--- src/fbn_pkg.sv ---
package fbn_pkg;
  // ----------------------------------------
  // Register offsets
  // ----------------------------------------
  localparam logic [7:0] ADDR_SYS = 8'h00;
  localparam logic [7:0] ADDR_UNIT = 8'h04;
  localparam logic [7:0] ADDR_FAULT_SEL = 8'h08;
  localparam logic [7:0] ADDR_IDLE_SEL = 8'h0C;
  localparam logic [7:0] ADDR_CNT_EN = 8'h10;
  localparam logic [7:0] ADDR_LIMIT = 8'h14;
  localparam logic [7:0] ADDR_CNT_CLR = 8'h18;
  localparam logic [7:0] ADDR_CNT_SEL = 8'h1C;
  localparam logic [7:0] ADDR_CNT_VAL = 8'h20;
  localparam logic [7:0] ADDR_STATUS = 8'h24;
  localparam logic [7:0] ADDR_MASK = 8'h28;
  localparam logic [7:0] ADDR_PORTS = 8'h2C;
  localparam logic [7:0] ADDR_VALVE = 8'h30;
  // ----------------------------------------
  // Field positions
  // ----------------------------------------
  localparam int SYS_SRC_SW = 0;
  localparam int SYS_MSB_FIRST = 1;
  localparam int UNIT_CTL_MON = 0;
  localparam int UNIT_OUT_MON = 1;
  localparam int UNIT_SC_EN = 2;
  localparam int UNIT_SC_MANUAL = 3;
  localparam int ST_CTL_UV = 0;
  localparam int ST_OUT_UV = 1;
  localparam int ST_SC = 2;
  localparam int ST_CNT = 3;
  // ----------------------------------------
  // Reset values, limit scale and limit maximum
  // ----------------------------------------
  localparam logic [1:0] SYS_RESET = 2'h0;
  localparam logic [3:0] UNIT_RESET = 4'h5;
  localparam logic [15:0] LIMIT_RESET = 16'h0001;
  localparam logic [31:0] LIMIT_SCALE = 32'h0000_03E8;
  localparam logic [15:0] LIMIT_MAX = 16'hFDE8;
  // ----------------------------------------
  // Timing
  // ----------------------------------------
  localparam longint CLK_HZ = 20000000;
  localparam longint SAVE_PERIOD_S = 3600;
  localparam longint SAVE_CYCLES = CLK_HZ * SAVE_PERIOD_S;
  // ----------------------------------------
  // Encodings
  // ----------------------------------------
  typedef enum logic [1:0] {
    FB_OFF = 2'b00,
    FB_HOLD = 2'b01,
    FB_ON = 2'b10
  } fbn_fb_t;
  typedef enum logic [2:0] {
    LM_AUTO = 3'b000,
    LM_10_HDX = 3'b001,
    LM_10_FDX = 3'b010,
    LM_100_HDX = 3'b011,
    LM_100_FDX = 3'b100
  } fbn_link_t;
endpackage

--- src/fbn_node.sv ---
// Notes on behaviour
// - Switch source: front switch, off/hold, all
// - Software source: per-channel off/hold/on
// - One byte-order bit, low first default
// - Control supply undervoltage error, enabled default
// - Output supply undervoltage error, disabled default
// - Short-circuit error when detection enabled
// - Auto restart clears; manual persists
// - Comm fault: per-channel off/hold/on
// - Idle: separate per-channel off/hold/on
// - Per-channel settings only under software source
// - Count switchings; error above limit
// - Limit scaled by one thousand
// - Save counts hourly, resume after power
// - Clear command zeroes addressed counter
// - Per-port link mode, auto default
`timescale 1ns/1ps
module fbn_node
  import fbn_pkg::*;
#(
  parameter int NCH = 8,
  parameter longint SAVE_CYC = SAVE_CYCLES
) (
  // Clock and reset
  input wire logic hclk,
  input wire logic hresetn,
  // AHB-Lite slave
  input wire logic hsel,
  input wire logic [7:0] haddr,
  input wire logic [1:0] htrans,
  input wire logic hwrite,
  input wire logic [2:0] hsize,
  input wire logic [31:0] hwdata,
  input wire logic hready,
  output logic [31:0] hrdata,
  output logic hreadyout,
  output logic hresp,
  // Network state from the protocol engine
  input wire logic comm_fault,
  input wire logic net_idle,
  // Pins
  input wire logic fb_switch_hold,
  input wire logic ctl_uv_pin,
  input wire logic out_uv_pin,
  input wire logic [NCH-1:0] valve_short_pin,
  // Persistent store
  input wire logic [NCH*32-1:0] nv_count,
  output logic nv_save,
  output logic [NCH*32-1:0] nv_data,
  // Outputs
  output logic [NCH-1:0] valve_out,
  output logic msb_first,
  output logic [2:0] first_network_port,
  output logic [2:0] second_network_port,
  output logic irq
);
  // ----------------------------------------
  // Parameter check
  // ----------------------------------------
  if (NCH < 1 || NCH > 16) begin : g_bad
    $error("NCH must be 1 to 16");
  end
  if (SAVE_CYC < 1) begin : g_bad2
    $error("SAVE_CYC must be positive");
  end
  if (SAVE_CYC > 64'(40'hFF_FFFF_FFFF)) begin : g_bad3
    $error("SAVE_CYC must fit the 40-bit save timer");
  end

  // ----------------------------------------
  // State
  // ----------------------------------------
  typedef struct packed {
    logic [1:0] sys;
    logic [3:0] unit;
    logic [2*NCH-1:0] fsel;
    logic [2*NCH-1:0] isel;
    logic [NCH-1:0] cen;
    logic [15:0] limit;
    logic [4:0] csel;
    logic [3:0] stat;
    logic [3:0] mask;
    logic [2:0] p1;
    logic [2:0] p2;
    logic [NCH-1:0] vcmd;
    logic [NCH-1:0] vout;
    logic [NCH-1:0] vprev;
    logic [NCH*32-1:0] cnt;
    logic [NCH-1:0] sc_lat;
    logic [39:0] tmr;
    logic save;
    logic loaded;
    logic aph;
    logic awr;
    logic [7:0] aad;
    logic [31:0] rdata;
    logic irq;
    logic rdy;
    logic resp;
    logic [2*NCH+2:0] s1;
    logic [2*NCH+2:0] s2;
  } fbn_st_t;

  fbn_st_t q, d;
  logic [31:0] wd;
  logic [NCH-1:0] sc_now;
  logic over;
  logic ctl_uv, out_uv, sw_hold;
  logic [1:0] mode;
  logic [31:0] cv;

  assign hrdata = q.rdata;
  assign hreadyout = q.rdy;
  assign hresp = q.resp;
  assign nv_save = q.save;
  assign nv_data = q.cnt;
  assign valve_out = q.vout;
  assign msb_first = q.sys[SYS_MSB_FIRST];
  assign first_network_port = q.p1;
  assign second_network_port = q.p2;
  assign irq = q.irq;

  // ----------------------------------------
  // Next state
  // ----------------------------------------
  always_comb begin
    d = q;
    wd = hwdata;
    over = 1'b0;
    mode = 2'b00;
    cv = 32'h0000_0000;
    d.save = 1'b0;
    // ----------------------------------------
    // Pin synchronisers
    // ----------------------------------------
    d.s1 = {fb_switch_hold, ctl_uv_pin, out_uv_pin, valve_short_pin, {NCH{1'b0}}};
    d.s2 = q.s1;
    sw_hold = q.s2[2*NCH+2];
    ctl_uv = q.s2[2*NCH+1];
    out_uv = q.s2[2*NCH];
    sc_now = q.s2[2*NCH-1:NCH];
    // ----------------------------------------
    // Resume from persistent store once after each reset
    // ----------------------------------------
    if (!q.loaded) begin
      d.cnt = nv_count;
      d.loaded = 1'b1;
    end
    // ----------------------------------------
    // Hourly save
    // ----------------------------------------
    if (q.tmr >= 40'(SAVE_CYC - 1)) begin
      d.tmr = 40'h00_0000_0000;
      d.save = 1'b1;
    end else begin
      d.tmr = q.tmr + 40'h00_0000_0001;
    end
    // ----------------------------------------
    // Fallback selection per channel
    // ----------------------------------------
    for (int i = 0; i < NCH; i++) begin
      if (q.sys[SYS_SRC_SW]) begin
        mode = sw_hold ? FB_HOLD : FB_OFF;
      end else if (comm_fault) begin
        mode = q.fsel[2*i +: 2];
      end else begin
        mode = q.isel[2*i +: 2];
      end
      if (comm_fault || net_idle) begin
        unique case (mode)
          FB_OFF: begin
            d.vout[i] = 1'b0;
          end
          FB_ON: begin
            d.vout[i] = 1'b1;
          end
          default: begin
            d.vout[i] = q.vout[i];
          end
        endcase
      end else begin
        d.vout[i] = q.vcmd[i];
      end
      // Switching counter
      d.vprev[i] = q.vout[i];
      cv = d.cnt[32*i +: 32];
      if (q.loaded && q.vout[i] != q.vprev[i] && cv != 32'hFFFF_FFFF) begin
        cv = cv + 32'h0000_0001;
      end
      if (q.cen[i] && cv > 32'(q.limit) * LIMIT_SCALE) begin
        over = 1'b1;
      end
      d.cnt[32*i +: 32] = cv;
      // Short-circuit latch
      if (q.unit[UNIT_SC_MANUAL]) begin
        d.sc_lat[i] = q.sc_lat[i] | sc_now[i];
      end else begin
        d.sc_lat[i] = sc_now[i];
      end
    end
    // ----------------------------------------
    // Register write, data phase
    // ----------------------------------------
    if (q.aph && q.awr) begin
      unique case (q.aad)
        ADDR_SYS: begin
          d.sys = wd[1:0];
        end
        ADDR_UNIT: begin
          d.unit = wd[3:0];
        end
        ADDR_FAULT_SEL: begin
          d.fsel = wd[2*NCH-1:0];
        end
        ADDR_IDLE_SEL: begin
          d.isel = wd[2*NCH-1:0];
        end
        ADDR_CNT_EN: begin
          d.cen = wd[NCH-1:0];
        end
        ADDR_LIMIT: begin
          if (wd[15:0] != 16'h0000 && wd[15:0] <= LIMIT_MAX) begin
            d.limit = wd[15:0];
          end
        end
        ADDR_CNT_CLR: begin
          if (wd[4:0] < 5'(NCH)) begin
            d.cnt[32*wd[4:0] +: 32] = 32'h0000_0000;
          end
        end
        ADDR_CNT_SEL: begin
          d.csel = wd[4:0];
        end
        ADDR_MASK: begin
          d.mask = wd[3:0];
        end
        ADDR_PORTS: begin
          d.p1 = wd[2:0] > 3'h4 ? LM_AUTO : wd[2:0];
          d.p2 = wd[6:4] > 3'h4 ? LM_AUTO : wd[6:4];
        end
        ADDR_VALVE: begin
          d.vcmd = wd[NCH-1:0];
        end
        default: begin
          d.limit = q.limit;
        end
      endcase
    end
    // ----------------------------------------
    // Status: write one to clear, set wins
    // ----------------------------------------
    if (q.aph && q.awr && q.aad == ADDR_STATUS) begin
      d.stat = q.stat & ~wd[3:0];
    end
    if (q.unit[UNIT_CTL_MON] && ctl_uv) begin
      d.stat[ST_CTL_UV] = 1'b1;
    end
    if (q.unit[UNIT_OUT_MON] && out_uv) begin
      d.stat[ST_OUT_UV] = 1'b1;
    end
    if (q.unit[UNIT_SC_EN] && |q.sc_lat) begin
      d.stat[ST_SC] = 1'b1;
    end else if (q.unit[UNIT_SC_EN] && !q.unit[UNIT_SC_MANUAL]) begin
      d.stat[ST_SC] = 1'b0;
    end
    if (!q.unit[UNIT_SC_EN]) begin
      d.stat[ST_SC] = 1'b0;
    end
    if (over) begin
      d.stat[ST_CNT] = 1'b1;
    end
    d.irq = |(d.stat & q.mask);
    // ----------------------------------------
    // Bus response and address phase capture
    // ----------------------------------------
    d.rdy = 1'b1;
    d.resp = 1'b0;
    d.aph = hsel && hready && htrans[1];
    d.awr = hwrite;
    d.aad = haddr;
    // ----------------------------------------
    // Read data, after this cycle's write
    // ----------------------------------------
    d.rdata = 32'h0000_0000;
    if (hsel && hready && htrans[1] && !hwrite) begin
      unique case (haddr)
        ADDR_SYS: begin
          d.rdata = 32'(d.sys);
        end
        ADDR_UNIT: begin
          d.rdata = 32'(d.unit);
        end
        ADDR_FAULT_SEL: begin
          d.rdata = 32'(d.fsel);
        end
        ADDR_IDLE_SEL: begin
          d.rdata = 32'(d.isel);
        end
        ADDR_CNT_EN: begin
          d.rdata = 32'(d.cen);
        end
        ADDR_LIMIT: begin
          d.rdata = 32'(d.limit);
        end
        ADDR_CNT_SEL: begin
          d.rdata = 32'(d.csel);
        end
        ADDR_CNT_VAL: begin
          if (d.csel < 5'(NCH)) begin
            d.rdata = d.cnt[32*d.csel +: 32];
          end
        end
        ADDR_STATUS: begin
          d.rdata = 32'(d.stat);
        end
        ADDR_MASK: begin
          d.rdata = 32'(d.mask);
        end
        ADDR_PORTS: begin
          d.rdata = {25'h000_0000, d.p2, 1'b0, d.p1};
        end
        ADDR_VALVE: begin
          d.rdata = 32'(d.vout);
        end
        default: begin
          d.rdata = 32'h0000_0000;
        end
      endcase
    end
  end

  // ----------------------------------------
  // Registers
  // ----------------------------------------
  always_ff @(posedge hclk or negedge hresetn) begin
    if (!hresetn) begin
      q <= '0;
      q.sys <= SYS_RESET;
      q.unit <= UNIT_RESET;
      q.limit <= LIMIT_RESET;
      q.rdy <= 1'b1;
    end else begin
      q <= d;
    end
  end
endmodule

--- config.mk ---
export PLATFORM = sky130hd
export DESIGN_NAME = fbn_node
export DESIGN_NICKNAME = d
export VERILOG_FILES = /design/src/fbn_pkg.sv /design/src/fbn_node.sv
export SDC_FILE = /design/constraint.sdc
export NUM_CORES = 2
export LEC_CHECK = 0
export BUFFER_PORTS_ARGS = -buffer_cell sky130_fd_sc_hd__buf_2
export CORE_AREA = 2 2 340 342
export CTS_CLUSTER_SIZE = 8
export DETAILED_ROUTE_END_ITERATION = 8
export DIE_AREA = 0 0 342 344
export HOLD_SLACK_MARGIN = 0.02
export PLACE_DENSITY = 0.62
export SYNTH_ARGS = -nofsm -noshare
export SYNTH_HDL_FRONTEND = slang
export SYNTH_SLANG_ARGS = --single-unit
--- constraint.sdc ---
create_clock -name hclk -period 11.76 [get_ports hclk]
set_clock_uncertainty 0.15 [all_clocks]
set_input_delay 2.352 -clock hclk [delete_from_list [all_inputs] [get_ports hclk]]
set_output_delay 2.352 -clock hclk [all_outputs]
set_load 0.05 [all_outputs]
## Word level (Yosys, flattened, before mapping)

Index checks and enable logic that the tools add are counted.

- Add/subtract/negate cells: 10
- $mul: 1
- $lt $le $gt $ge: 14
- Eq/ne operators: 46
- Shift-type cells: 3
- Mux-type cells: 89
- Bitwise logic cells: 11
- Reductions and logical operators: 51

Operator list:

| kind | count |
|---|---|
| 256-bit two-way mux | 4 |
| 32-bit one-hot mux with 12 select lines | 1 |
| 32-bit two-way mux | 10 |
| 32-bit by 1-bit adder with 32-bit output, second input constant | 8 |
| 256-bit bitwise mux | 1 |
| 32-bit by 26-bit greater-than comparator with 1-bit output | 8 |
| 32-bit inequality test, second input constant | 8 |
| 32-bit by 34-bit variable shift with 256-bit output, first input constant | 1 |
| 256-bit by 11-bit variable part select with 32-bit output | 1 |
| 32-bit by 34-bit variable part select with 256-bit output, first input constant | 1 |
| 8-bit by 6-bit == test with 1-bit output, second input constant | 9 |
| 67-bit two-way mux | 1 |
| 16-bit two-way mux | 4 |
| 8-bit by 5-bit == test with 1-bit output, second input constant | 7 |
| 40-bit by 1-bit adder with 40-bit output, second input constant | 1 |
| 40-bit by 37-bit greater-or-equal comparator with 1-bit output, second input constant | 1 |
| 40-bit two-way mux | 1 |
| 1-bit logical AND | 34 |
| 2-bit two-way mux | 17 |
| 10-bit negation with 34-bit output | 1 |
| 8-bit by 4-bit == test with 1-bit output, second input constant | 4 |
| 1-bit two-way mux | 32 |
| 16-bit by 7-bit multiplier with 23-bit output, second input constant | 1 |
| 18-bit two-way mux | 1 |
| 23 further kinds | 68 |

- Register bits: 476
- Bits of input ports: 319
- Output and inout port bits: 307
- Word-level logic and storage cells: 251

## Logic depth before layout (Yosys ltp)

- Depth after elaboration: 17
- Gate-level depth with buffers: 32
- Depth with buffers taken out: 30

## Worst setup path before layout

OpenSTA, ideal clock, no wires.

- Kind: register -> register
- From: register q[432] (netlist bit)
- To: register q, in the netlist irq
- Library setup time: 0.126 ns
- Data arrival time: 6.993 ns
- Required time: 11.484 ns
- Setup slack: 4.491 ns
- Stages on the path, launching flop included: 29
- Buffers on the path: 0
- Clock period less this slack: 7.269 ns
- Cell sequence: dfstp_2 > fa_1 > inv_1 > fa_1 > fa_1 > fa_1 > inv_1 > ha_1 > o21ai_0 > a21oi_1 > o21ai_0 > a21oi_1 > a41oi_1 > a211oi_1 > nand4_1 > nand3_1 > o41ai_1 > xor2_1 > ha_1 > nand2_1 > a2111oi_0 > a2111oi_0 > nand3_1 > o21ai_0 > a41oi_1 > a211oi_2 > nand4_1 > or3_4 > a221o_1

RTL lines:

| element | RTL line | text |
|---|---|---|
| from (decl) | fbn_node.sv:104 | `fbn_st_t q, d;` |

==> flow_summary.ini <==
[timing]
max_slew_margin_pct = 14.8
rsz0062_at_grt = no
drv_slew = 0
timing.fmax_mhz = 103
min_period_ps = 9710
fin_setup_tns_ps = 0
setup_viol = 0
worstMarginPinSlew_ps = 1280
hold_viol = 0
final.period_utilization_pct = 82.6

[layout]
layout_commonest_cell = buf_2
stdcell_count = 6336
layout.nets = 5393
syn_to_final_growth_pct = 12.9
nFillCells = 11612
multi_input_area_sq_mm = 0.0240
drive_above_1_share_pct = 19.9
seq_area_sq_mm = 0.0119
final_cell_mix = buf_2, dfrtp_1, nor2_1

[logic_synthesis]
synth_top_area_share_pct = 29.9
syn_avg_cell_area_sq_um = 8.87
synth_area_leaders = dfrtp_1, ha_1, buf_4, mux2i_1, xnor2_1
async_flop_share_pct = 100
syn-cell-area_sq_mm = 0.0395
synth-edff-count = 0
yosysSeqAreaShare_pct = 30.1
ys_warn_count = 0
ys_types = 101
synth_top_cell_by_area = dfrtp_1
ys_ff_latch = 476
synthFlopType = dfrtp_1
syn_inst = 4458

[setup_path]
worstSetupEndpointType = flop
r2r-end = irq
crit_type = flop to flop
reg2regPathDepth = 29
crit_required_ps = 12170
crit_arrival_ps = 10120
crit_path_frequent_cell = fa_1
slowest_delay_ps = 800
path_max_fanout = 10
rrSetupSlack_ps = 2050
crit_slowest_cell = inv_1
r2r-start = q[433]
crit_path_start_kind = flop

[route]
wl_per_cell_microns = 27.7
drt_iter0_markers = 3629
dr_total_vias = 36557
viasPerCell = 5.77
wl_microns = 175000
first_pass_iters = 8
route.detailed.drc = 0
ant_nets = 0

[global_route]
grt-ovfl-total = 0
antenna_found_initial = 28
grt_usage_pct = 28.8
grt_first_pass_wirelength_microns = 247000
grt_pass1_vias = 34878
grt_max_degree = 185

[placed_design]
post-place-cells = 6211
io_buffers = 603
gp_congestion = 1.01
dp_hpwl_microns = 140000

[clocking]
htree_levels = 3
cts-root-buf = clkbuf_16
hold_buffers = 0
path_clk_slew_ps = 50
cts_tree = yes
ctsResizeCount = 0
clockBufferDepth = 3
cts_sinks = 476
clkLatencyLatePin_ps = 680
cts_setup_buffers = 0
numCtsBuffers = 72

[floorplan]
io_pins = 626
start_util_pct = 34.7
die_w_microns = 342
die-height_microns = 344
dieArea_sq_mm = 0.118
fp.coreArea_sq_mm = 0.114
row_count = 124

[hold_path]
min_path_cells = 0
min-delay-start = d[9]
min_to = q[9]
hold_path.class = flop to flop

[power]
max-vdd-ir-drop_mv = 0.129
power_density_mw_per_mm2 = 154
finalPower_mw = 6.87
p_leak_nw = 20.1

[outcome]
outcome = finished, final reports clean

[flow_run]
maxCapViolCount = 0
[registers in the layout, indices dropped and copies added (netlist names)]
| name | cells |
|---|---|
| second_network_port | 3 |
| msb_first | 1 |
| ctl_uv | 1 |
| q | 158 |
| irq | 1 |
| d | 11 |
| first_network_port | 3 |
| hrdata | 32 |
| nv_data | 256 |
| nv_save | 1 |
| valve_out | 8 |
| out_uv | 1 |
[synth_stat cells (all sizes together), types with 17 or more instances]
cell type and n:
dfrtp 473, buf 376, nor2 376, nand2 350
ha 247, inv 214, mux2i 204, nand3 188
a21oi 174, xnor2 166, xor2 155, o21ai 136
nand4 123, nor2b 103, clkbuf 92, mux2 92
nor3 79, and2 75, nand3b 64, fa 54
a21o 44, and3 44, a211oi 39, a22oi 39
nor4 34, o221ai 33, a221oi 32, nand4b 32
nand2b 31, and4 30, a31oi 25, o31ai 24
o211ai 22, o22ai 22, or3 19, o21a 17
[per-layer routing]
layer	part of all wire (%)	GRT usage (%)
met1	40	36.3
met2	44	44.7
met3	10	8.50
met4	5.8	15.0
met5	0.079	0
[through the flow]
stage / utilization [%] / hold slack [ps] / setup WS (ps) / cell area (sq um)
after floorplan: - / 181 / 4490 / 39500
after global placement: 37.2 / 185 / 2440 / 42400
after detailed placement: 37.2 / 185 / 2350 / 42400
after CTS: 39.2 / 195 / 2310 / 44600
after global routing: 39.2 / 199 / 1800 / 44600
final: 39.2 / 195 / 2050 / 44600
[cell families (layout without fill, tap and decap cells)]
| group | after synthesis | in the layout | synth area share (%) |
|---|---|---|---|
| simple gates | 1608 | 1608 | 21.1 |
| compound gates | 769 | 769 | 13.5 |
| buf+inv | 684 | 1035 | 9.75 |
| flops | 476 | 476 | 30.1 |
| xor+xnor | 321 | 321 | 7.11 |
| fa+ha+maj | 301 | 301 | 10.6 |
| mux | 297 | 297 | 7.85 |
| other cells | 2 | 17 | 0.0190 |
[layout make-up]
type | count | area share [%]
Sequential cell | 476 | 26.7
Timing Repair Buffer | 705 | 8.56
Antenna cell | 11 | 0.0617
Tap cell | 1512 | 4.24
Clock buffer | 103 | 4.32
Inverter | 216 | 1.82
Multi-Input combinational cell | 3302 | 53.7
Clock inverter | 11 | 0.583
[critical path, delay by kind of cell (launching register included)]
| kind | cells | cell delay, ps |
|---|---|---|
| AND/OR/NAND/NOR | 6 | 1300 |
| buffers and inverters | 4 | 1210 |
| XOR/XNOR | 1 | 160 |
| adder cells (fa/ha/maj) | 6 | 2660 |
| AO/OA/AOI/OAI | 12 | 3640 |
| flip-flops | 1 | 430 |
[report_power, final]
group / switching, mW / internal, mW
logic: 1.95 / 0.948
registers: 0.148 / 1.75
clock network: 0.857 / 1.21
total: 2.96 / 3.91
[worst max path at each step]
stage                       from   to  slack (ps)  cells past startpoint
after floorplan           q[432]  irq        4490                     28
after global placement    q[433]  irq        2440                     29
after detailed placement  q[433]  irq        2350                     28
after CTS                 q[433]  irq        2310                     29
after global routing      q[433]  irq        1800                     28
final                     q[433]  irq        2050                     29
No activity file was read; power rests on OpenSTA's default activity.
